[config.mk]
export PLATFORM = sky130hd
export DESIGN_NAME = fsbp_status_protect
export DESIGN_NICKNAME = d
export VERILOG_FILES = /design/src/inc/fsbp_pkg.sv /design/src/rtl/fsbp_range_decode.sv /design/src/rtl/fsbp_cycle_timer.sv /design/src/rtl/fsbp_status_protect.sv
export VERILOG_INCLUDE_DIRS = /design/src /design/src/inc
export SDC_FILE = /design/constraint.sdc
export NUM_CORES = 1
export LEC_CHECK = 0
export BUFFER_PORTS_ARGS = -buffer_cell sky130_fd_sc_hd__buf_4
export CORE_MARGIN = 3
export CORE_UTILIZATION = 55
export CTS_BUF_LIST = sky130_fd_sc_hd__clkbuf_8
export DETAILED_ROUTE_END_ITERATION = 10
export PLACE_DENSITY_LB_ADDON = 0.08
export REMOVE_ABC_BUFFERS = 1
export SYNTH_ARGS = -nofsm -noshare
export SYNTH_HDL_FRONTEND = slang
export SYNTH_SLANG_ARGS = --single-unit
export TNS_END_PERCENT = 1
[constraint.sdc]
create_clock -name clk -period 3.8 [get_ports clk]
set_input_delay 0.57 -clock clk [delete_from_list [all_inputs] [get_ports clk]]
set_output_delay 0.57 -clock clk [all_outputs]
set_load 0.03 [all_outputs]
[src/inc/fsbp_consts.svh]
/*
  Constants for the flash status byte and block protection logic.
  Assumes inclusion by bare name from design files.
*/
`ifndef FSBP_CONSTS_SVH
`define FSBP_CONSTS_SVH

// Status byte field positions
`define FSBP_BIT_SRWD 7
`define FSBP_BIT_BP3 6
`define FSBP_BIT_TB 5
`define FSBP_BIT_BP_HI 4
`define FSBP_BIT_BP_LO 2
`define FSBP_BIT_WEL 1
`define FSBP_BIT_BUSY 0
// Flag status byte field positions
`define FSBP_FLAG_READY 7
`define FSBP_FLAG_ERASE_ERR 5
`define FSBP_FLAG_PROG_ERR 4
`define FSBP_FLAG_PROT_ERR 1
// Nonvolatile reset image: disable bit 1, bottom 1, protect code 0
`define FSBP_NV_RESET 8'hA0
`define FSBP_NV_MASK 8'hFC
// Sector geometry
`define FSBP_SECTOR_SHIFT 16
`define FSBP_SECTOR_BITS 11
`define FSBP_ADDR_BITS 27
`define FSBP_CODE_ALL 4'hC
// Default internal cycle lengths in clock cycles
`define FSBP_WRSR_CYCLES 16'h0010
`define FSBP_PROG_CYCLES 16'h0040
`define FSBP_ERASE_CYCLES 16'h0100

`endif

[src/inc/fsbp_pkg.sv]
/*
  Types for the flash status byte and block protection logic.
  Assumes no other package.
*/
package fsbp_pkg;
  // Commands presented by the command decoder, one-hot
  typedef enum logic [6:0] {
    FSBP_CMD_NONE = 7'h00,
    FSBP_CMD_WREN = 7'h01,
    FSBP_CMD_WRDI = 7'h02,
    FSBP_CMD_WRSR = 7'h04,
    FSBP_CMD_PROG = 7'h08,
    FSBP_CMD_SECT_ERASE = 7'h10,
    FSBP_CMD_DIE_ERASE = 7'h20,
    FSBP_CMD_CLR_FLAGS = 7'h40
  } fsbp_cmd_t;

  // Internal cycle state, one-hot
  typedef enum logic [1:0] {
    FSBP_ST_IDLE = 2'b01,
    FSBP_ST_BUSY = 2'b10
  } fsbp_state_t;
endpackage

[src/rtl/fsbp_range_decode.sv]
/*
  Combinational protected-range test for one sector index.
  Assumes the status bits are stable registers of the same clock.
*/
`timescale 1ns/1ps
`include "fsbp_consts.svh"

module fsbp_range_decode #(
  parameter int SECTOR_BITS = `FSBP_SECTOR_BITS
) (
  // Protection settings
  input wire logic [3:0] protectCode,
  input wire logic bottomSel,
  // Sector under test
  input wire logic [SECTOR_BITS-1:0] sectorIdx,
  // Result
  output logic isProtected
);
  logic [SECTOR_BITS:0] span;
  logic [SECTOR_BITS-1:0] offsetIdx;

  always_comb begin
    span = '0;
    offsetIdx = bottomSel ? sectorIdx : ~sectorIdx;
    if (protectCode == 4'h0) begin
      isProtected = 1'b0;
    end else if (protectCode >= `FSBP_CODE_ALL) begin
      isProtected = 1'b1;
    end else begin
      // Region holds 2^(n-1) sectors counted from the anchor end
      span = (SECTOR_BITS+1)'(1) << (protectCode - 4'h1);
      isProtected = {1'b0, offsetIdx} < span;
    end
  end
endmodule // fsbp_range_decode

[src/rtl/fsbp_cycle_timer.sv]
/*
  Down-counter timing one internal program, erase or status write cycle.
  Assumes a one-cycle start pulse with a length loaded alongside it.
*/
`timescale 1ns/1ps

module fsbp_cycle_timer #(
  parameter int WIDTH = 16
) (
  // Clock and reset
  input wire logic clk,
  input wire logic resetn,
  // Control
  input wire logic start,
  input wire logic [WIDTH-1:0] length,
  // Result
  output logic done
);
  logic [WIDTH-1:0] count_r;
  logic running_r;

  // Count down to one, then report done for a cycle
  always_ff @(posedge clk) begin
    if (!resetn) begin
      count_r <= '0;
      running_r <= 1'b0;
      done <= 1'b0;
    end else begin
      done <= 1'b0;
      if (start) begin
        count_r <= (length == '0) ? WIDTH'(1) : length;
        running_r <= 1'b1;
      end else if (running_r) begin
        if (count_r == WIDTH'(1)) begin
          running_r <= 1'b0;
          done <= 1'b1;
        end
        count_r <= count_r - WIDTH'(1);
      end
    end
  end
endmodule // fsbp_cycle_timer

[src/rtl/fsbp_status_protect.sv]
/*
  Status byte, flag byte and block protection for a serial NOR flash.
  Assumes a command decoder on the same clock presents one-cycle
  command pulses with address and data; the write-protect pin is async.
*/
// Functional notes
// - Read-status returns the status byte; write-status loads it when permitted.
// - Disable bit set with write-protect pin low makes status writes ignored.
// - Only raising the write-protect pin leaves hardware-protected status.
// - Bit 7 is nonvolatile status-write disable, default one.
// - Bit 5 picks top (0) or bottom (1, default) anchor.
// - Protect field at bits 6 and 4:2 blocks program/erase in region.
// - Write-enable latch bit 1 clears at reset, sets on write-enable.
// - Busy bit 0 high during any internal write, program or erase cycle.
// - Busy bit always equals inverse of flag ready bit 7.
// - Die erase runs only when every protect bit is zero.
// - Top anchor: code n protects highest 2^(n-1) sectors; 12-15 all.
// - Bottom anchor: code n protects lowest 2^(n-1) sectors; 12-15 all.
// - Program or erase on protected sector sets protection error flag.
// - Error flags stay set until the clear-flags command.
`timescale 1ns/1ps
`include "fsbp_consts.svh"

module fsbp_status_protect #(
  parameter int ADDR_BITS = `FSBP_ADDR_BITS,
  parameter int SECTOR_BITS = `FSBP_SECTOR_BITS,
  parameter logic [15:0] WRSR_CYCLES = `FSBP_WRSR_CYCLES,
  parameter logic [15:0] PROG_CYCLES = `FSBP_PROG_CYCLES,
  parameter logic [15:0] ERASE_CYCLES = `FSBP_ERASE_CYCLES
) (
  // Clock and reset
  input wire logic clk,
  input wire logic resetn,
  // Write-protect pin, active low
  input wire logic writeProtectN,
  // Command from decoder
  input wire logic cmdValid,
  input wire fsbp_pkg::fsbp_cmd_t cmdCode,
  input wire logic [ADDR_BITS-1:0] cmdAddr,
  input wire logic [7:0] cmdData,
  // Register views
  output logic [7:0] statusByte,
  output logic [7:0] flagByte,
  // Array operation control
  output logic arrayOpStart,
  output logic arrayOpErase,
  output logic arrayOpDie,
  output logic [ADDR_BITS-1:0] arrayOpAddr,
  output logic cmdRejected
);
  // Pin synchroniser
  logic wpMeta_r;
  logic wpSync_r;
  // Nonvolatile image and volatile state
  logic [7:0] nvStatus_r;
  logic [7:0] nvStatus_nxt;
  logic wel_r;
  fsbp_pkg::fsbp_state_t state_r;
  logic busyWrsr_r;
  logic [7:0] pendStatus_r;
  logic progErr_r;
  logic eraseErr_r;
  logic protErr_r;
  // Decode
  logic [3:0] protectCode;
  logic bottomSel;
  logic targetProtected;
  logic hwLocked;
  logic idle;
  logic cmdWrsr;
  logic cmdProg;
  logic cmdSect;
  logic cmdDie;
  logic anyArrayCmd;
  logic arrayDeny;
  logic arrayOk;
  logic wrsrOk;
  logic timerStart;
  logic [15:0] timerLength;
  logic timerDone;
  // Strobes decoded once, used by several processes
  logic cmdWren;
  logic cmdWrdi;
  logic cmdClr;
  logic protHit;
  logic wrsrCommit;

  // Pull the protect code out of a status image
  // Field is split around the anchor bit
  function automatic logic [3:0] protectField(input logic [7:0] s);
    protectField = {s[`FSBP_BIT_BP3], s[`FSBP_BIT_BP_HI:`FSBP_BIT_BP_LO]};
  endfunction

  // Command strobe decode, shared by every command
  function automatic logic cmdIs(input logic v, input fsbp_pkg::fsbp_cmd_t c, input fsbp_pkg::fsbp_cmd_t want);
    cmdIs = v && (c == want);
  endfunction

  // Two-flop synchroniser for the write-protect pin
  // Resets to the asserted level, so writes wait two cycles after reset
  always_ff @(posedge clk) begin
    if (!resetn) begin
      wpMeta_r <= 1'b0;
      wpSync_r <= 1'b0;
    end else begin
      wpMeta_r <= writeProtectN;
      wpSync_r <= wpMeta_r;
    end
  end

  assign protectCode = protectField(nvStatus_r);
  assign bottomSel = nvStatus_r[`FSBP_BIT_TB];

  // sector index from address
  // Low address bits only pick a byte inside the sector
  fsbp_range_decode #(
    .SECTOR_BITS(SECTOR_BITS)
  ) u_range (
    .protectCode(protectCode),
    .bottomSel(bottomSel),
    .sectorIdx(cmdAddr[`FSBP_SECTOR_SHIFT +: SECTOR_BITS]),
    .isProtected(targetProtected)
  );

  // lock holds only while pin is low
  // A pin pulse shorter than a cycle may be missed by the synchroniser
  assign hwLocked = nvStatus_r[`FSBP_BIT_SRWD] && !wpSync_r;
  assign idle = (state_r == fsbp_pkg::FSBP_ST_IDLE);

  // Command strobes, at most one per cycle
  assign cmdWrsr = cmdIs(cmdValid, cmdCode, fsbp_pkg::FSBP_CMD_WRSR);
  assign cmdProg = cmdIs(cmdValid, cmdCode, fsbp_pkg::FSBP_CMD_PROG);
  assign cmdSect = cmdIs(cmdValid, cmdCode, fsbp_pkg::FSBP_CMD_SECT_ERASE);
  assign cmdDie = cmdIs(cmdValid, cmdCode, fsbp_pkg::FSBP_CMD_DIE_ERASE);
  assign cmdWren = cmdIs(cmdValid, cmdCode, fsbp_pkg::FSBP_CMD_WREN);
  assign cmdWrdi = cmdIs(cmdValid, cmdCode, fsbp_pkg::FSBP_CMD_WRDI);
  assign cmdClr = cmdIs(cmdValid, cmdCode, fsbp_pkg::FSBP_CMD_CLR_FLAGS);
  assign anyArrayCmd = cmdProg || cmdSect || cmdDie;

  assign arrayDeny = cmdDie ? (protectCode != 4'h0) : targetProtected;
  assign arrayOk = anyArrayCmd && idle && wel_r && !arrayDeny;
  assign wrsrOk = cmdWrsr && idle && wel_r && !hwLocked;

  // only a protection hit flags; a missing latch refuses silently
  assign protHit = anyArrayCmd && idle && wel_r && arrayDeny;

  // merge written data into nonvolatile bits only
  assign nvStatus_nxt = (nvStatus_r & ~8'(`FSBP_NV_MASK)) | (cmdData & 8'(`FSBP_NV_MASK));

  // Internal cycle start and length
  // Length is a don't-care on cycles where nothing starts
  assign timerStart = arrayOk || wrsrOk;
  always_comb begin
    if (wrsrOk) begin
      timerLength = WRSR_CYCLES;
    end else if (cmdProg) begin
      timerLength = PROG_CYCLES;
    end else begin
      timerLength = ERASE_CYCLES;
    end
  end

  fsbp_cycle_timer #(
    .WIDTH(16)
  ) u_timer (
    .clk(clk),
    .resetn(resetn),
    .start(timerStart),
    .length(timerLength),
    .done(timerDone)
  );

  // internal cycle state
  // Status writes and array operations share one timer and one busy flag
  always_ff @(posedge clk) begin
    if (!resetn) begin
      state_r <= fsbp_pkg::FSBP_ST_IDLE;
      busyWrsr_r <= 1'b0;
      pendStatus_r <= 8'h00;
    end else begin
      unique case (state_r)
        fsbp_pkg::FSBP_ST_IDLE: begin
          if (timerStart) begin
            state_r <= fsbp_pkg::FSBP_ST_BUSY;
            busyWrsr_r <= wrsrOk;
            pendStatus_r <= nvStatus_nxt;
          end
        end
        fsbp_pkg::FSBP_ST_BUSY: begin
          if (timerDone) begin
            state_r <= fsbp_pkg::FSBP_ST_IDLE;
            busyWrsr_r <= 1'b0;
          end
        end
        default: begin
          state_r <= fsbp_pkg::FSBP_ST_IDLE;
        end
      endcase
    end
  end

  // Commit only a status write that ran its whole cycle
  assign wrsrCommit = (state_r == fsbp_pkg::FSBP_ST_BUSY) && timerDone && busyWrsr_r;

  // nonvolatile image, committed at end of status write
  // Reset reloads the default image; there is no real nonvolatile store
  always_ff @(posedge clk) begin
    if (!resetn) begin
      nvStatus_r <= 8'(`FSBP_NV_RESET);
    end else if (wrsrCommit) begin
      nvStatus_r <= pendStatus_r;
    end
  end

  // write-enable latch; consumed by accepted writes, dropped by disable
  // A refused command leaves the latch set, so the host may retry
  always_ff @(posedge clk) begin
    if (!resetn) begin
      wel_r <= 1'b0;
    end else if (cmdWren && idle) begin
      wel_r <= 1'b1;
    end else if (cmdWrdi && idle) begin
      wel_r <= 1'b0;
    end else if (timerDone) begin
      wel_r <= 1'b0;
    end
  end

  // protection error, a new error wins over clear
  always_ff @(posedge clk) begin
    if (!resetn) begin
      protErr_r <= 1'b0;
    end else if (protHit) begin
      protErr_r <= 1'b1;
    end else if (cmdClr && idle) begin
      protErr_r <= 1'b0;
    end
  end

  // program error, raised beside the protection error
  always_ff @(posedge clk) begin
    if (!resetn) begin
      progErr_r <= 1'b0;
    end else if (protHit && cmdProg) begin
      progErr_r <= 1'b1;
    end else if (cmdClr && idle) begin
      progErr_r <= 1'b0;
    end
  end

  // erase error, sector and die erase alike
  always_ff @(posedge clk) begin
    if (!resetn) begin
      eraseErr_r <= 1'b0;
    end else if (protHit && (cmdSect || cmdDie)) begin
      eraseErr_r <= 1'b1;
    end else if (cmdClr && idle) begin
      eraseErr_r <= 1'b0;
    end
  end

  // status view; busy comes from the same idle flop as ready
  always_ff @(posedge clk) begin
    if (!resetn) begin
      statusByte <= 8'(`FSBP_NV_RESET);
    end else begin
      statusByte <= {nvStatus_r[7:2], wel_r, !idle};
    end
  end

  // flag view; one source keeps busy and ready exact inverses
  always_ff @(posedge clk) begin
    if (!resetn) begin
      flagByte <= 8'h80;
    end else begin
      flagByte <= {idle, 1'b0, eraseErr_r, progErr_r, 2'b00, protErr_r, 1'b0};
    end
  end

  // Launch and refusal pulses, one cycle each
  always_ff @(posedge clk) begin
    if (!resetn) begin
      arrayOpStart <= 1'b0;
      cmdRejected <= 1'b0;
    end else begin
      arrayOpStart <= arrayOk;
      // Busy, no latch, lock or protection all refuse alike
      cmdRejected <= (anyArrayCmd || cmdWrsr) && !(arrayOk || wrsrOk);
    end
  end

  // Kind and target of the last accepted operation, held until the next
  always_ff @(posedge clk) begin
    if (!resetn) begin
      arrayOpErase <= 1'b0;
      arrayOpDie <= 1'b0;
      arrayOpAddr <= '0;
    end else if (arrayOk) begin
      arrayOpErase <= cmdSect || cmdDie;
      arrayOpDie <= cmdDie;
      arrayOpAddr <= cmdAddr;
    end
  end
endmodule // fsbp_status_protect

# After elaboration in Yosys (flattened, before gate mapping)
# Index checks and enable logic that the tools add are counted.
dict set report op_classes {
  n_addsub 2
  order_cmp 2
  n_eq_ne 12
  n_shift 1
  n_mux 25
  n_bitwise 4
  reduce_logical 46
}
# cell n
set ops {}
lappend ops {{2-to-1 mux 16 bit} 2}
lappend ops {{2-to-1 mux 9 bit} 3}
lappend ops {{logical AND 1 bit} 23}
lappend ops {{== test 16 x 1 -> 1 bit (second input constant)} 1}
lappend ops {{logical NOT 16 bit} 1}
lappend ops {{subtractor 16 x 1 -> 16 bit (second input constant)} 1}
lappend ops {{2-to-1 mux 1 bit} 15}
lappend ops {{less-than comparator 11 x 12 -> 1 bit} 1}
lappend ops {{left shift 1 x 4 -> 12 bit (first input constant)} 1}
lappend ops {{2-to-1 mux 11 bit} 1}
lappend ops {{inverter 11 bit} 1}
lappend ops {{nonzero test 2 bit} 5}
lappend ops {{bitwise OR 2 x 8 -> 8 bit} 1}
lappend ops {{== test 7 x 1 -> 1 bit (second input constant)} 1}
lappend ops {{== test 7 x 2 -> 1 bit (second input constant)} 1}
lappend ops {{== test 7 x 3 -> 1 bit (second input constant)} 1}
lappend ops {{== test 7 x 4 -> 1 bit (second input constant)} 1}
lappend ops {{== test 7 x 5 -> 1 bit (second input constant)} 1}
lappend ops {{== test 7 x 6 -> 1 bit (second input constant)} 1}
lappend ops {{== test 7 bit (second input constant)} 1}
lappend ops {{logical NOT 1 bit} 5}
lappend ops {{logical OR 1 bit} 5}
lappend ops {{>= comparator 4 bit (second input constant)} 1}
lappend ops {{logical NOT 4 bit} 1}
lappend ops {{other kinds (13)} 17}
dict set report word_totals {
  register_bits 90
  inputBits 46
  output_inout_bits 47
  elab_cells 113
}

# Logic depth before layout (Yosys ltp)
dict set report logic_depth {
  ltp_word 11
  mapped_depth 11
  depth_no_buf 8
}

# Hierarchy
# A second synthesis with hierarchy kept.
dict set report unflattened {
  hier_cells 413
  hier_area_um2 3977.6
}
# module instances cells_per_inst area_each_um2 seq_area_each_um2
set by_module_without_submodules {}
lappend by_module_without_submodules {fsbp_status_protect 1 240 2549.9 1281.2}
lappend by_module_without_submodules {fsbp_cycle_timer 1 116 1013.5 360.3}
lappend by_module_without_submodules {fsbp_range_decode 1 57 414.1 0.0}

# Worst setup path before layout
# OpenSTA, ideal clock, no wires.
dict set report synth_path {
  path_kind {register -> register}
  start {reg nvStatus_r[5]}
  end {reg u_timer.count_r[6]}
  setup_time_ns 0.123
  arrival_time_ns 2.669
  required_ns 3.677
  slack_ns 1.008
  path_stages_with_launch 10
  n_path_buf 2
  period_less_slack_ns 2.792
  cell_sequence {dfxtp_1 -> buf_1 -> xnor2_1 -> ha_1 -> nand3_1 -> a2111o_1 -> a22oi_1 -> o31a_1 -> buf_6 -> mux2_1}
}
dict set report synth_between {
  elab_chain_cells 9
  elab_cells_between_ends 10
  classes_between {order compare (1); mux (5); reduce/logical (4)}
}
# item line_no
set synth_lines {}
lappend synth_lines {{from (decl)} fsbp_status_protect.sv:55} ;# logic [7:0] nvStatus_r;
lappend synth_lines {{from (signal assigned)} fsbp_status_protect.sv:209} ;# nvStatus_r <= 8'(`FSBP_NV_RESET);
lappend synth_lines {{from (signal assigned)} fsbp_status_protect.sv:211} ;# nvStatus_r <= pendStatus_r;
lappend synth_lines {{2-to-1 mux 11 bit (*)} fsbp_range_decode.sv:24} ;# offsetIdx = bottomSel ? sectorIdx : ~sectorIdx;
lappend synth_lines {{less-than comparator 11 x 12 -> 1 bit (*)} fsbp_range_decode.sv:32} ;# isProtected = {1'b0, offsetIdx} < span;
lappend synth_lines {{2-to-1 mux 1 bit (*)} fsbp_range_decode.sv:27} ;# end else if (protectCode >= `FSBP_CODE_ALL) begin
lappend synth_lines {{2-to-1 mux 1 bit (*)} fsbp_range_decode.sv:25} ;# if (protectCode == 4'h0) begin
lappend synth_lines {{2-to-1 mux 1 bit (*)} fsbp_status_protect.sv:140} ;# assign arrayDeny = cmdDie ? (protectCode != 4'h0) : targetProtected;
lappend synth_lines {{logical NOT 1 bit (*)} fsbp_status_protect.sv:141} ;# assign arrayOk = anyArrayCmd && idle && wel_r && !arrayDeny;
lappend synth_lines {{logical AND 1 bit (*)} fsbp_status_protect.sv:141}
lappend synth_lines {{logical OR 1 bit (*)} fsbp_status_protect.sv:152} ;# assign timerStart = arrayOk || wrsrOk;
lappend synth_lines {{2-to-1 mux 16 bit / nonzero test 2 bit (equally long branches)} n/a}
lappend synth_lines {{to (signal assigned)} fsbp_cycle_timer.sv:31} ;# count_r <= (length == '0) ? WIDTH'(1) : length;
lappend synth_lines {{to (signal assigned)} fsbp_cycle_timer.sv:38} ;# count_r <= count_r - WIDTH'(1);
lappend synth_lines {{to (decl)} fsbp_cycle_timer.sv:19} ;# logic [WIDTH-1:0] count_r;
# Mark *: on every way between the ends. The rest lies on a longest branch, timed or not.
# A chain may end at the register's enable or synchronous reset.

# Worst setup path after layout
dict set report layout_path {
  start {reg nvStatus_r[3]}
  end {reg u_timer.count_r[2]}
}
dict set report layout_between {
  elab_chain_cells 10
  elab_cells_between_ends 14
  classes_between {add/sub (1); order compare (2); shift (1); mux (4); reduce/logical (6)}
}
# item line_no
set layout_lines {}
lappend layout_lines {{subtractor 4 x 1 -> 4 bit} fsbp_range_decode.sv:31} ;# span = (SECTOR_BITS+1)'(1) << (protectCode - 4'h1);
lappend layout_lines {{left shift 1 x 4 -> 12 bit} fsbp_range_decode.sv:31}
lappend layout_lines {{less-than comparator 11 x 12 -> 1 bit} fsbp_range_decode.sv:32}
lappend layout_lines {{2-to-1 mux 1 bit} fsbp_range_decode.sv:27}
lappend layout_lines {{2-to-1 mux 1 bit} fsbp_range_decode.sv:25}
lappend layout_lines {{2-to-1 mux 1 bit (*)} fsbp_status_protect.sv:140}
lappend layout_lines {{logical NOT 1 bit (*)} fsbp_status_protect.sv:141}
lappend layout_lines {{logical AND 1 bit (*)} fsbp_status_protect.sv:141}
lappend layout_lines {{logical OR 1 bit (*)} fsbp_status_protect.sv:152}
lappend layout_lines {{2-to-1 mux 16 bit / nonzero test 2 bit (equally long branches)} n/a}
# Marks and branches as above.

==> impl_metrics.yaml <==
routing:
  highest_layer: "met4"
  wire_per_inst_um: 12.9
  drc: 0
  ant_nets: 0
  drt_pass1_iterations: 4
  drt_wl_total_mm: 7.72
  m1WireLength_mm: 3.43
  route.met3.wl_um: 501
  viasPerCell: 5.18
  route.met2.wl_mm: 3.70
  via_count: 3098
  drt_iter0_drc: 95
clock_tree:
  cts_tree: "built"
  clk_pin_slew_ns: 0.08
  cts_root_buf: "clkbuf_8"
  cts-htree-levels: 3
  numCtsBuffers: 9
  cts.hold.buffers_added: 0
  cts_resized: 0
  cts_setup_buffers: 0
  clkLatencyLatePin_ns: 0.36
  clock_sinks: 82
  cts_buffer_depth: 2
critical_path:
  worstSetupStartpoint: "nvStatus_r[3]"
  slowest_stage: "o31a_1"
  slowest_delay_ns: 0.65
  worstPathRequired_ns: 4.01
  path_max_fanout: 17
  arrival_ns: 3.36
  crit_path_start_kind: "flop"
  crit_type: "reg -> reg"
  r2r_slack_ns: 0.65
  cp_top_family: "compound AO/OA/AOI/OAI gates"
  crit_path_end_kind: "flop"
  r2r_start: "nvStatus_r[3]"
  crit_chain: "nor2b_1 -> nand2_1 -> ha_1 -> nand3_1 -> a2111o_1 -> a22oi_1 -> o31a_1 -> nor3_1"
  cp_num_buf_inv: 0
power:
  ir_drop_mv: 0.271
  power.switching_w: 0.000390
  p_sw_share_pct: 24.2
  p_comb_share_pct: 6.6
  p_clk_share_pct: 39.9
  power_density_mw_per_mm2: 342
  p_int_w: 0.00122
  p_leak_nw: 1.95
  seqPwrFrac_pct: 53.5
final_layout:
  num_antenna_cells: 0
  final_layout_size_suffix_gt1_share_pct: 23.2
  design_area_mm2: 0.00470
  area_growth_pct: 21.1
  nNetsFinal: 558
  nFillCells: 543
  layout_commonest_cell: "nand2_1"
  layout_common_cells: "nand2_1, buf_4, dfxtp_1"
global_routing:
  antenna_found_initial: 0
  grt_max_degree: 89
  grt-ovfl-total: 0
  grt_pass1_wl_mm: 13.2
  grtUsageTotal_pct: 19.6
  grt_pass1_vias: 2958
floorplan:
  initial_core_util_pct: 58.8
  die_h_um: 90.0
  coreArea_mm2: 0.00660
  die_area_mm2: 0.00810
  io_pins: 93
  dieWidth_um: 90.0
  placement_rows: 29
synth:
  synth_sequential_area_ratio_pct: 42.3
  syn_area_per_cell_um2: 9.18
  ys.flop_type: "dfxtp_1"
  synth_edf_count: 0
  syn_area_mm2: 0.00388
  ys_types: 55
  syn_inst: 423
  synthArstFlopShare_pct: 0
  ys_ff_latch: 82
  yosys_warnings: 0
timing:
  maxSlewViolCount: 0
  tightest_slew_ns: 0.777
  finalCriticalPeriod_ns: 3.15
  layout_setup_ws_ns: 0.648
  rsz0062_at_grt: "no"
  finalSetupTns_ns: 0
  relSlewSlack_pct: 47.9
  setup_viol: 0
  period_share_pct: 83.0
  final_hold_viol_count: 0
  clock.fmax_mhz: 317
  skew_ns: 0.00950
min_path:
  hp-start: "writeProtectN"
  min_path_type: "in -> reg"
place:
  dpl_cell_area_mm2: 0.00450
  dp_hpwl_mm: 5.52
  finalWeightedCongestion: 0.862
  pre_cts_ws_ns: 0.639
  portBuffers: 86
run:
  max_cap_violations: 0
run_status:
  status: "finished, final reports clean"
-- registers in the layout, indices dropped and copies added (netlist names), 2 cells and up --
register         count
arrayOpAddr         27
u_timer.count_r     16
statusByte           8
nvStatus_r           6
pendStatus_r         6
flagByte             4
state_r              2
-- cells in the mapped netlist, types with 2 or more instances --
master    count  area share (%)
a2111o_1      3            0.87
a21oi_1       4            0.52
and2_1       14             2.3
buf_12        3             1.5
buf_2         2            0.26
buf_4         5            0.97
buf_6         2            0.58
clkbuf_1     14             1.4
dfxtp_1      82              42
ha_1         12             3.9
inv_1         6            0.58
mux2i_1      42              11
nand2_1      95             9.2
nand2b_1      3            0.48
nand3_1       7            0.90
nand3b_1      4            0.77
nand4b_1      3            0.68
nor2_1       15             1.5
nor2b_1      11             1.8
nor3_1       16             2.1
nor3b_1       3            0.58
nor4_1        6            0.97
o21a_1        2            0.39
o21ai_0       4            0.52
o21ai_1       5            0.64
o31a_1        4            0.90
or3b_2        2            0.45
or4_1         2            0.39
xnor2_1      18             4.1
xor2_1        9             2.0
-- routing by layer --
layer / vias to the layer above / GRT usage [%]
li1: 1587 / -
met4: 0 / 6.89
met3: 6 / 7.18
met1: 1421 / 23.5
met2: 84 / 32.2
met5: - / 0
-- power groups by stage --
stage / sequential (W) / combinational [W] / clock [W]
after floorplan: 0.000881 / 0.0000444 / 0
after global placement: 0.000880 / 0.000104 / 0
after detailed placement: 0.000880 / 0.000106 / 0
after CTS: 0.000860 / 0.000106 / 0.000654
after global routing: 0.000860 / 0.000118 / 0.000690
final: 0.000860 / 0.000106 / 0.000641
-- worst paths after layout --
check,endpoint,cells past startpoint
setup / recovery,u_timer.count_r[2],8
hold / removal,wpMeta_r,2
setup reg to reg,u_timer.count_r[2],8
hold reg to reg,wpSync_r,1
-- kinds of logic after synthesis --
kind of cell,count (synthesis),synth area share [%]
other,1,0.0966
and+or+nand+nor,190,24.2
muxes,43,11.1
xor gates and xnor gates,27,6.09
buffers and inverters,33,5.38
AOI/OAI and AO/OA,35,6.99
adders and majority gates,12,3.87
DFF,82,42.3
-- metrics by stage --
| stage | power [W] | cells | util (%) | hold slack [ns] |
|---|---|---|---|---|
| floorplan | 0.000925 | 399 | - | 0.403 |
| global placement | 0.000984 | 582 | 68.2 | 0.430 |
| detailed placement | 0.000986 | 582 | 68.2 | 0.425 |
| CTS | 0.00162 | 598 | 71.2 | 0.407 |
| global route | 0.00167 | 598 | 71.2 | 0.415 |
| finish | 0.00161 | 598 | 71.2 | 0.424 |
-- area by class of cell --
cell class	count	area, um^2	area share (%)
inverters	6	22.5	0.479
clock buffers	9	124	2.63
well taps	93	116	2.47
multi-input cells	311	2040	43.5
clock inverters	7	78.8	1.68
flip-flops and latches	82	1640	34.9
repair buffers	90	676	14.4
-- worst register-to-register path, stage by stage (launching register included) --
cell and delay [ns]:
dfxtp_1 0.56, nor2b_1 0.32, nand2_1 0.10, ha_1 0.31, nand3_1 0.09, a2111o_1 0.35, a22oi_1 0.46, o31a_1 0.65
nor3_1 0.17
No activity file was read; power rests on OpenSTA's default activity.
